File: src/codec_cfg_pkg.sv
package codec_cfg_pkg;

  // ==========================================================
  // Register map
  localparam logic [6:0]  PAGE_AUDIO       = 7'h02;
  localparam logic [5:0]  ADDR_PATH_CTRL   = 6'h00;
  localparam logic [5:0]  ADDR_RECORD_GAIN = 6'h01;

  // ==========================================================
  // Reset values
  localparam logic [15:0] PATH_CTRL_RESET   = 16'hC003;
  localparam logic [15:0] RECORD_GAIN_RESET = 16'hD7D7;

  // ==========================================================
  // Field positions
  localparam int HIPASS_LSB = 14;
  localparam int LSRC_LSB = 12;
  localparam int RSRC_LSB = 10;
  localparam int MIC_GAIN_LSB = 8;
  localparam int MCLK_LSB = 6;
  localparam int RATE_LSB = 2;
  localparam int FMT_LSB  = 0;
  localparam int LMUTE_BIT = 15;
  localparam int LGAIN_LSB = 8;
  localparam int RMUTE_BIT = 7;
  localparam int RGAIN_LSB = 0;

  // ==========================================================
  // Gain codes
  localparam logic [6:0] GAIN_MAX   = 7'h7F;
  localparam logic [6:0] GAIN_UNITY = 7'h57;
  localparam logic [6:0] GAIN_FLOOR = 7'h07;

  // ==========================================================
  // Encodings
  localparam logic [1:0] MIC_GAIN_0DB_A = 2'h0;
  localparam logic [1:0] MIC_GAIN_0DB_B = 2'h1;
  localparam logic [1:0] MIC_GAIN_6DB   = 2'h2;
  localparam logic [1:0] MIC_GAIN_12DB  = 2'h3;
  localparam logic [1:0] MCLK_384   = 2'h1;
  localparam logic [1:0] MCLK_512   = 2'h2;
  localparam logic [3:0] RATE_LAST  = 4'h8;
  localparam logic [1:0] FMT_16_RJ  = 2'h0;
  localparam logic [1:0] FMT_20_RJ  = 2'h1;
  localparam logic [1:0] FMT_20_LJ  = 2'h2;
  localparam logic [1:0] FMT_20_I2S = 2'h3;

  // Frame styles on the audio port
  localparam logic [1:0] JUST_RIGHT = 2'h0;
  localparam logic [1:0] JUST_LEFT  = 2'h1;
  localparam logic [1:0] JUST_I2S   = 2'h2;

  // ==========================================================
  // Timing: one gain step every 20 us
  localparam int STEP_TIME_NS = 20000;
  localparam int CLK_NS       = 8;
  localparam int STEP_CYCLES  = STEP_TIME_NS / CLK_NS;

  // ==========================================================
  // Carriers
  typedef struct packed {
    logic [6:0]  page;
    logic [5:0]  addr;
    logic        write;
    logic [15:0] wdata;
  } reg_req_s;

  typedef struct packed {
    logic [1:0] highpass_corner_sel;
    logic [1:0] left_record_source;
    logic [1:0] right_record_source;
    logic [4:0] mic_preamp_gain_db;
    logic [9:0] mclk_ratio;
    logic [3:0] sample_rate_code;
    logic       rate_code_valid;
    logic [4:0] play_word_bits;
    logic [1:0] play_justify;
    logic [4:0] rec_word_bits;
    logic [1:0] rec_justify;
  } path_cfg_s;

  typedef struct packed {
    logic [6:0] gain;
    logic       tie_to_common_mode;
    logic       stepping;
  } chan_out_s;

endpackage : codec_cfg_pkg

File: src/record_gain_stepper.sv
`timescale 1ns/1ps
module record_gain_stepper
  import codec_cfg_pkg::*;
(
  // Clock and reset
  input  wire logic      i_clk_sys,
  input  wire logic      i_rst,
  // Control
  input  wire logic      i_step_tick,
  input  wire logic      i_mute,
  input  wire logic [6:0] i_target,
  // Applied state
  output chan_out_s      o_chan
);

  // ==========================================================
  // State
  typedef struct packed {
    logic [6:0] gain;
    logic       muted;
  } step_state_s;

  step_state_s state_q;
  step_state_s state_d;
  logic        want_mute;

  always_comb begin
    state_d   = state_q;
    want_mute = i_mute || (i_target < GAIN_FLOOR);
    if (want_mute) begin
      // Ramp to the floor first, only then cut the input
      if (state_q.gain > GAIN_FLOOR) begin
        if (i_step_tick) begin
          state_d.gain = state_q.gain - 7'h01;
        end
      end else begin
        state_d.gain  = GAIN_FLOOR;
        state_d.muted = 1'b1;
      end
    end else if (state_q.muted) begin
      // Release from the floor, then climb back
      state_d.muted = 1'b0;
      state_d.gain  = GAIN_FLOOR;
    end else if (i_step_tick) begin
      // Never jump: one code per tick toward the target
      if (state_q.gain < i_target) begin
        state_d.gain = state_q.gain + 7'h01;
      end else if (state_q.gain > i_target) begin
        state_d.gain = state_q.gain - 7'h01;
      end
    end
  end

  always_ff @(posedge i_clk_sys) begin
    if (i_rst) begin
      state_q <= '{gain: GAIN_FLOOR, muted: 1'b1};
    end else begin
      state_q <= state_d;
    end
  end

  // A pending mute counts as stepping until the input is actually tied
  assign o_chan = '{gain:               state_q.gain,
                    tie_to_common_mode: state_q.muted,
                    stepping:           state_q.muted ? !want_mute
                                                      : (want_mute || state_q.gain != i_target)};

endmodule : record_gain_stepper

File: src/codec_audio_config_regs.sv
`timescale 1ns/1ps
//
// Contract
// - Control word at page 2 address 00h, sixteen bits, read and write.
// - Bits 15:14 pick high-pass corner; 11 at reset.
// - Bits 13:12 pick left record source; microphone at reset.
// - Bits 11:10 pick right record source, same coding; microphone at reset.
// - Bits 9:8 mic gain: 00/01 0 dB, 10 6 dB, 11 12 dB.
// - Bits 7:6 clock ratio: 00/11 256, 01 384, 10 512.
// - Bits 5:2 sample rate code, nine codes, 48k at reset.
// - Format 00: playback 16-bit right justified, record 16-bit left justified.
// - Format 01: playback 20-bit right justified, record 20-bit left justified.
// - Format 10: both directions 20-bit left justified.
// - Format 11 at reset: both directions 20-bit I2S.
// - Gain word at page 2 address 01h with mute and gain fields.
// - Gain spans -40 to +20 dB in half-dB codes.
// - Mute keeps stored gain; unmute returns to it.
// - Mute ramps down then mutes; unmute reverses the ramp.
// - Muted channel input is tied to common mode.
// - 7Fh +20 dB, 57h 0 dB reset, 07h -40 dB, below mutes.
// - Both mute bits set at reset.
// - Gain changes are single-stepped, never jumped.
module codec_audio_config_regs
  import codec_cfg_pkg::*;
#(
  parameter int STEP_TICK_CYCLES = STEP_CYCLES
)(
  // Clock and reset
  input  wire logic   i_clk_sys,
  input  wire logic   i_rst,
  // Register access from the serial control port
  input  wire logic   i_req_valid,
  input  reg_req_s    i_req,
  output logic        o_req_hit,
  output logic [15:0] o_rdata,
  // Decoded record path and audio port setup
  output path_cfg_s   o_path_cfg,
  // Applied record gains
  output chan_out_s   o_left_chan,
  output chan_out_s   o_right_chan
);

  // ==========================================================
  // State
  typedef struct packed {
    logic [15:0] path_ctrl;
    logic [15:0] rec_gain;
    logic [15:0] rdata;
    logic [15:0] tick_cnt;
    logic        tick;
    path_cfg_s   cfg;
  } regs_state_s;

  localparam logic [15:0] TICK_LAST = 16'(STEP_TICK_CYCLES - 1);

  regs_state_s state_q;
  regs_state_s state_d;
  logic        sel_ctrl;
  logic        sel_gain;
  logic [1:0]  fmt;
  logic [1:0]  mic_code;
  logic [1:0]  ratio;

  assign sel_ctrl  = i_req.page == PAGE_AUDIO && i_req.addr == ADDR_PATH_CTRL;
  assign sel_gain  = i_req.page == PAGE_AUDIO && i_req.addr == ADDR_RECORD_GAIN;
  assign o_req_hit = i_req_valid && (sel_ctrl || sel_gain);

  // ==========================================================
  // Register file and decode
  always_comb begin
    state_d = state_q;
    // Writes arrive already deserialised from the serial control port
    if (i_req_valid && i_req.write) begin
      if (sel_ctrl) begin
        state_d.path_ctrl = i_req.wdata;
      end
      if (sel_gain) begin
        state_d.rec_gain = i_req.wdata;
      end
    end
    // Reads show stored words; the ramp lives elsewhere
    if (i_req_valid && !i_req.write) begin
      if (sel_ctrl) begin
        state_d.rdata = state_q.path_ctrl;
      end else if (sel_gain) begin
        state_d.rdata = state_q.rec_gain;
      end else begin
        state_d.rdata = 16'h0000;
      end
    end

    // Free running step tick, period set by parameter
    state_d.tick = 1'b0;
    if (state_q.tick_cnt >= TICK_LAST) begin
      state_d.tick_cnt = 16'h0000;
      state_d.tick     = 1'b1;
    end else begin
      state_d.tick_cnt = state_q.tick_cnt + 16'h0001;
    end

    fmt   = state_q.path_ctrl[FMT_LSB +: 2];
    mic_code = state_q.path_ctrl[MIC_GAIN_LSB +: 2];
    ratio = state_q.path_ctrl[MCLK_LSB +: 2];
    state_d.cfg.highpass_corner_sel = state_q.path_ctrl[HIPASS_LSB +: 2];
    state_d.cfg.left_record_source  = state_q.path_ctrl[LSRC_LSB +: 2];
    state_d.cfg.right_record_source = state_q.path_ctrl[RSRC_LSB +: 2];
    state_d.cfg.sample_rate_code    = state_q.path_ctrl[RATE_LSB +: 4];
    // Invalid codes are flagged, not corrected; the host must avoid them
    state_d.cfg.rate_code_valid     = state_q.path_ctrl[RATE_LSB +: 4] <= RATE_LAST;

    case (mic_code)
      MIC_GAIN_0DB_A: state_d.cfg.mic_preamp_gain_db = 5'h00;
      MIC_GAIN_0DB_B: state_d.cfg.mic_preamp_gain_db = 5'h00;
      MIC_GAIN_6DB:   state_d.cfg.mic_preamp_gain_db = 5'h06;
      MIC_GAIN_12DB:  state_d.cfg.mic_preamp_gain_db = 5'h0C;
      default:        state_d.cfg.mic_preamp_gain_db = 5'h00;
    endcase

    case (ratio)
      MCLK_384: state_d.cfg.mclk_ratio = 10'h180;
      MCLK_512: state_d.cfg.mclk_ratio = 10'h200;
      default:  state_d.cfg.mclk_ratio = 10'h100;
    endcase

    case (fmt)
      FMT_16_RJ: begin
        state_d.cfg.play_word_bits = 5'h10;
        state_d.cfg.play_justify   = JUST_RIGHT;
        state_d.cfg.rec_word_bits  = 5'h10;
        state_d.cfg.rec_justify    = JUST_LEFT;
      end
      FMT_20_RJ: begin
        state_d.cfg.play_word_bits = 5'h14;
        state_d.cfg.play_justify   = JUST_RIGHT;
        state_d.cfg.rec_word_bits  = 5'h14;
        state_d.cfg.rec_justify    = JUST_LEFT;
      end
      FMT_20_LJ: begin
        state_d.cfg.play_word_bits = 5'h14;
        state_d.cfg.play_justify   = JUST_LEFT;
        state_d.cfg.rec_word_bits  = 5'h14;
        state_d.cfg.rec_justify    = JUST_LEFT;
      end
      default: begin
        state_d.cfg.play_word_bits = 5'h14;
        state_d.cfg.play_justify   = JUST_I2S;
        state_d.cfg.rec_word_bits  = 5'h14;
        state_d.cfg.rec_justify    = JUST_I2S;
      end
    endcase
  end

  always_ff @(posedge i_clk_sys) begin
    if (i_rst) begin
      state_q           <= '0;
      state_q.path_ctrl <= PATH_CTRL_RESET;
      state_q.rec_gain  <= RECORD_GAIN_RESET;
      state_q.cfg.highpass_corner_sel <= PATH_CTRL_RESET[HIPASS_LSB +: 2];
      state_q.cfg.rate_code_valid     <= 1'b1;
      state_q.cfg.mclk_ratio          <= 10'h100;
      state_q.cfg.play_word_bits      <= 5'h14;
      state_q.cfg.play_justify        <= JUST_I2S;
      state_q.cfg.rec_word_bits       <= 5'h14;
      state_q.cfg.rec_justify         <= JUST_I2S;
    end else begin
      state_q <= state_d;
    end
  end

  assign o_rdata    = state_q.rdata;
  assign o_path_cfg = state_q.cfg;

  // ==========================================================
  // Soft-stepped record gain, -40..+20 dB in half-dB codes
  record_gain_stepper u_left (
    .i_clk_sys   (i_clk_sys),
    .i_rst       (i_rst),
    .i_step_tick (state_q.tick),
    .i_mute      (state_q.rec_gain[LMUTE_BIT]),
    .i_target    (state_q.rec_gain[LGAIN_LSB +: 7]),
    .o_chan      (o_left_chan)
  );

  record_gain_stepper u_right (
    .i_clk_sys   (i_clk_sys),
    .i_rst       (i_rst),
    .i_step_tick (state_q.tick),
    .i_mute      (state_q.rec_gain[RMUTE_BIT]),
    .i_target    (state_q.rec_gain[RGAIN_LSB +: 7]),
    .o_chan      (o_right_chan)
  );

endmodule : codec_audio_config_regs

File: config.mk
export PLATFORM = sky130hd
export DESIGN_NAME = codec_audio_config_regs
export DESIGN_NICKNAME = d
export VERILOG_FILES = /design/src/codec_cfg_pkg.sv /design/src/record_gain_stepper.sv /design/src/codec_audio_config_regs.sv
export SDC_FILE = /design/constraint.sdc
export NUM_CORES = 1
export LEC_CHECK = 0
export BUFFER_PORTS_ARGS = -buffer_cell sky130_fd_sc_hd__buf_2
export CAP_MARGIN = 20
export CORE_AREA = 5 5 106 98
export CTS_CLUSTER_DIAMETER = 60
export DETAILED_ROUTE_END_ITERATION = 7
export DIE_AREA = 0 0 111 103
export PLACE_DENSITY = 0.84
export SLEW_MARGIN = 20
export SYNTH_ARGS = -nofsm -noshare
export SYNTH_HDL_FRONTEND = slang
export SYNTH_SLANG_ARGS = --single-unit
File: constraint.sdc
create_clock -name i_clk_sys -period 3.7 [get_ports i_clk_sys]
set_input_delay 0.37 -clock i_clk_sys [delete_from_list [all_inputs] [get_ports i_clk_sys]]
set_output_delay 0.37 -clock i_clk_sys [all_outputs]
set_load 0.02 [all_outputs]
# Word-level counts from Yosys, hierarchy flattened
# Index checks and enable logic that the tools add are counted.
word_totals:
  register_bits: 121
  input_bits: 33
op_classes:
  n_eq_ne: 15
  magnitude_cmp: 10
  reduce_logical: 26
  addsub: 5
  n_mux: 24
op_table:
  columns: ["op", "count"]
  rows:
  - ["7-bit two-way mux", 12]
  - ["12-bit case mux with 3 select lines", 1]
  - ["16-bit two-way mux", 2]
  - ["10-bit case mux with 2 select lines", 1]
  - ["16-bit by 1-bit adder with 16-bit output, second input constant", 1]
  - ["16-bit by 12-bit >= comparator with 1-bit output, second input constant", 1]
  - ["8-bit two-way mux", 2]
  - ["5-bit case mux with 3 select lines", 1]
  - ["7-bit by 1-bit adder with 7-bit output, second input constant", 2]
  - ["7-bit by 3-bit > comparator with 1-bit output, second input constant", 2]
  - ["7-bit > comparator", 2]
  - ["7-bit by 3-bit < comparator with 1-bit output, second input constant", 2]
  - ["7-bit < comparator", 2]
  - ["7-bit != test", 2]
  - ["7-bit by 1-bit subtractor with 7-bit output, second input constant", 2]
  - ["2-bit == test, second input constant", 4]
  - ["4-bit nonzero test", 2]
  - ["7-bit by 2-bit == test with 1-bit output, second input constant", 1]
  - ["2-bit by 1-bit == test with 1-bit output, second input constant", 3]
  - ["6-bit by 1-bit == test with 1-bit output, second input constant", 1]
  - ["6-bit zero test", 1]
  - ["3-bit != test, second input constant", 2]
  - ["3-bit AND reduction", 2]
  - ["3-bit nonzero test", 2]
  - ["9 further kinds", 27]

# Longest topological paths before layout
logic_depth:
  ltp_word: 6
  ltp_mapped: 9
  ltp_nobuf: 8

# Cells and area by module
# A second synthesis with hierarchy kept.
unflattened:
  cells_unflattened: 625
  area_unflattened_um2: 5522.8
by_module_without_submodules:
  columns: ["module", "area_each_um2", "n_inst", "seq_area_each_um2", "cells_each"]
  rows:
  - ["codec_audio_config_regs", 3606.0, 1, 1721.7, 391]
  - ["record_gain_stepper", 958.4, 2, 160.2, 117]

# Worst setup path after synthesis
# OpenSTA, ideal clock, no wires.
synth_path:
  path_kind: "reg-to-reg"
  start: "register u_left.state_q, in the netlist u_left.o_chan[7]"
  end: "register u_left.state_q, in the netlist u_left.o_chan[4]"
  required_ps: 3576
  path_stages_with_launch: 8
  slack_ps: 1298
  arrival_ps: 2277
  path_buffers: 0
  period_less_slack_ps: 2402
  cell_sequence: "dfxtp_1 ha_1 and3_1 a221o_1 or3b_1 nor2_1 a2111oi_1 a2111o_1"
synth_between:
  elab_chain_cells: 5
  elab_cells_between_ends: 11
synth_lines:
  columns: ["element", "line_no", "source"]
  rows:
  - ["from (decl)", "record_gain_stepper.sv:23", "step_state_s state_q;"]
  - ["from (signal assigned)", "record_gain_stepper.sv:56", "state_q <= '{gain: GAIN_FLOOR, muted: 1'b1};"]
  - ["from (signal assigned)", "record_gain_stepper.sv:58", "state_q <= state_d;"]
  - ["7-bit < comparator", "record_gain_stepper.sv:46", "if (state_q.gain < i_target) begin"]
  - ["7-bit two-way mux", "record_gain_stepper.sv:46", null]
  - ["7-bit two-way mux", "record_gain_stepper.sv:44", "end else if (i_step_tick) begin"]
  - ["7-bit two-way mux", "record_gain_stepper.sv:40", "end else if (state_q.muted) begin"]
  - ["8-bit two-way mux", "record_gain_stepper.sv:30", "if (want_mute) begin"]
# Several ways; a longest one is shown, not always the timed one. The select of a mux whose other input is x is not followed.
# A chain may end at the register's enable or synchronous reset.

# Final worst setup path
layout_path:
  start: "register u_right.state_q, in the netlist u_right.o_chan[4]"
  end: "register u_right.state_q, in the netlist u_right.o_chan[4]"
layout_between:
  elab_chain_cells: 6
  elab_cells_between_ends: 15
layout_lines:
  columns: ["element", "line_no", "source"]
  rows:
  - ["from (decl)", "record_gain_stepper.sv:23", null]
  - ["from (signal assigned)", "record_gain_stepper.sv:56", null]
  - ["from (signal assigned)", "record_gain_stepper.sv:58", null]
  - ["7-bit by 1-bit subtractor with 7-bit output", "record_gain_stepper.sv:34, record_gain_stepper.sv:49", null]
  - ["7-bit two-way mux", "record_gain_stepper.sv:48", "end else if (state_q.gain > i_target) begin"]
  - ["7-bit two-way mux", "record_gain_stepper.sv:46", null]
  - ["7-bit two-way mux", "record_gain_stepper.sv:44", null]
  - ["7-bit two-way mux", "record_gain_stepper.sv:40", null]
  - ["8-bit two-way mux", "record_gain_stepper.sv:30", null]
# Several ways; a longest one is shown, not always the timed one. The select of a mux whose other input is x is not followed.

==> flow_summary.toml <==
[global_route]
grt_max_degree = 53
grt_use_total_pct = 20.4
grt_overflow = 0
grt_first_pass_wirelength_mm = 19.3
antenna_found_initial = 0
grt_pass1_vias = 4124

[final_layout]
diodes = 0
final_area_um2 = 5630
fin_cells = 792
fillers = 813
fin_nets = 713
drive_above_1_share_pct = 21.6
areaGrowthSynthToFinish_pct = 6.74

[routing]
wirelength_mm = 11.7
drtPass1Iterations = 6
vias = 4368
wl_per_cell_um = 14.8
drt-vias-per-instance = 5.52
antenna_left = 0
drt-initial-drc-count = 255
drc = 0

[min_path]
hold_start = "i_req[15]"
worstHoldPathType = "input pin to register"
hold_depth = 3
holdPathEnd = "state_d[39]"

[die]
rows = 34
ioPinCount = 108
initial_core_util_pct = 56.6
die_area_um2 = 11400
design.core.area_um2 = 9320
die_w_um = 111
die_h_um = 103

[synthesis]
netlist.area_leader.share_pct = 38.7
synth_most_common_cell = "dfxtp_1"
async_flop_share_pct = 0
yosysUniqueCellTypes = 62
ys_ff_latch = 102
synthTopCellsByArea = "dfxtp_1, buf_4, nand2_1"
synth-edff-count = 0
yosysTopAreaCell = "dfxtp_1"
synth_common_cells = "dfxtp_1, nand2_1, buf_4"
synthesis.instances = 624
synth_warnings = 0
ys.flop_type = "dfxtp_1"
syn_area_per_cell_um2 = 8.45
synth_seq_area_share_pct = 38.7
syn-cell-area_um2 = 5270

[setup_path]
crit_start = "u_right.o_chan[4]"
crit_chain = "ha_1 > a21oi_1 > a21boi_0 > o311ai_0 > o21ai_1 > or3b_2 > o32a_1"
reg2reg_to = "u_right.o_chan[4]"
critPathKind = "register to register"
cp.arrival_ps = 3150
worstPathRequired_ps = 3970
end_kind = "register"
start_kind = "register"
critPathSlowestCell = "or3b_2"
crit_buf_inv = 0
reg2reg_depth = 7
r2r-start = "u_right.o_chan[4]"
cp_max_fo = 12
reg2reg_slack_ps = 820
critPathMaxStageDelay_ps = 550
path_delay_family = "compound AO/OA/AOI/OAI gates"

[power]
p_clk_share_pct = 30.4
peakVddDrop_mv = 0.280
p_per_area_nw_per_um2 = 416
p_leak_uw = 0.00246
comb_power_share_pct = 19.9
seqPwrFrac_pct = 49.8
p_switching_uw = 775
swShare_pct = 33.2
internal_power_uw = 1560

[placement]
dpl_cell_area_um2 = 5420
place_hpwl_mm = 8.76
place.gp.congestion = 0.869
place_ws_ps = 951
dp_cells = 776
io_buffers = 90

[run]
cap_violations = 0

[timing]
tns_ps = 0
finalHoldViolations = 0
fin_crit_ps = 2880
finalSetupViolCount = 0
clock.fmax_ghz = 0.347
slew_headroom_pct = 32.0
worst_pin_slew_ps = 1020
fin_ws_ps = 819
final-max-slew-violation-count = 0
period_share_pct = 77.9
fin_skew_ps = 10.0
rsz0062_at_grt = "no"

[clocking]
cts_resized = 0
insertion_delay_ps = 370
htreeDepth = 3
clock_sinks = 102
postCtsHoldBufs = 0
cts_setup_buffers = 0
cts_root_buf = "clkbuf_8"
cts_buffer_depth = 2
cts_tree = "built"
cts_made_buffers = 9
path_clk_slew_ps = 110

[outcome]
outcome = "completed"
-- worst min-delay path, cell delays in order --
cell and delay (ps):
buf_2 90, nand2_1 50, nand3b_1 60
-- power groups by stage --
| stage | sequential, uW | clock [uW] | combinational [uW] |
|---|---|---|---|
| floorplan | 1190 | 0 | 340 |
| global placement | 1180 | 0 | 434 |
| detailed placement | 1190 | 0 | 450 |
| CTS | 1160 | 722 | 452 |
| global route | 1170 | 774 | 505 |
| finish | 1160 | 711 | 464 |
-- cell families (layout without fill, tap and decap cells) --
family | Yosys count | count (layout) | share of synthesized area [%]
xor gates and xnor gates | 14 | 14 | 2.33
and+or+nand+nor | 250 | 250 | 23.9
muxes | 22 | 22 | 4.60
AOI/OAI and AO/OA | 101 | 101 | 13.3
other | 2 | 21 | 0.142
buffers and inverters | 114 | 137 | 12.5
DFF | 102 | 102 | 38.7
adders and majority gates | 19 | 19 | 4.51
-- area by class of cell --
cell class,count,area (um2),share of cell area [%]
Clock buffer,9,124,2.20
Clock inverter,7,86.3,1.53
Inverter,29,109,1.93
Multi-Input combinational cell,427,2640,47.0
Sequential cell,102,2040,36.3
Tap cell,126,158,2.80
Timing Repair Buffer,92,465,8.27
-- layer usage --
metal  share of wire (%)  global-route usage [%]  vias to the layer above
li1                    -                       -                     2145
met1                  42                    25.2                     2035
met2                  49                    35.5                      157
met3                 6.3                    4.93                       31
met4                 2.1                    6.53                        0
met5                   0                       0                        -
-- metrics by stage --
stage | utilization [%] | total power (uW) | hold WS, ps
5_1_grt | 60.4 | 2450 | 226
4_1_cts | 60.4 | 2340 | 217
6_report | 60.4 | 2340 | 234
2_1_floorplan | - | 1530 | 418
3_3_place_gp | 58.2 | 1620 | 425
3_5_place_dp | 58.2 | 1640 | 444
-- worst max path at each step --
| stage | endpoint | slack [ps] | cells past startpoint |
|---|---|---|---|
| finish | u_right.o_chan[4] | 820 | 7 |
| global route | u_right.o_chan[4] | 700 | 7 |
| CTS | u_right.o_chan[4] | 910 | 7 |
| detailed placement | u_right.o_chan[4] | 950 | 7 |
| global placement | u_right.o_chan[4] | 1070 | 7 |
| floorplan | u_left.o_chan[4] | 1300 | 7 |
-- cells in the final DEF, fill, tap and decap left out, drive strengths merged, types with 12 or more instances in the layout --
cell    Yosys  routed
ha         19      19
conb        2      21
nand3      33      33
nand2      94      94
a21oi      49      49
nor2b      12      12
nor3       12      12
dfxtp     102     102
inv        29      32
mux2       18      18
nor2       31      31
nand3b     19      19
buf        62      92
-- sequential cells by signal (all words and copies together) (netlist names) --
name and flops:
ratio 2, u_left.o_chan 8, fmt 2, o_path_cfg 21, u_right.o_chan 8, state_q 33, o_rdata 16, state_d 10
mic_code 2
Note: power is estimated with default switching activity, not from simulation.
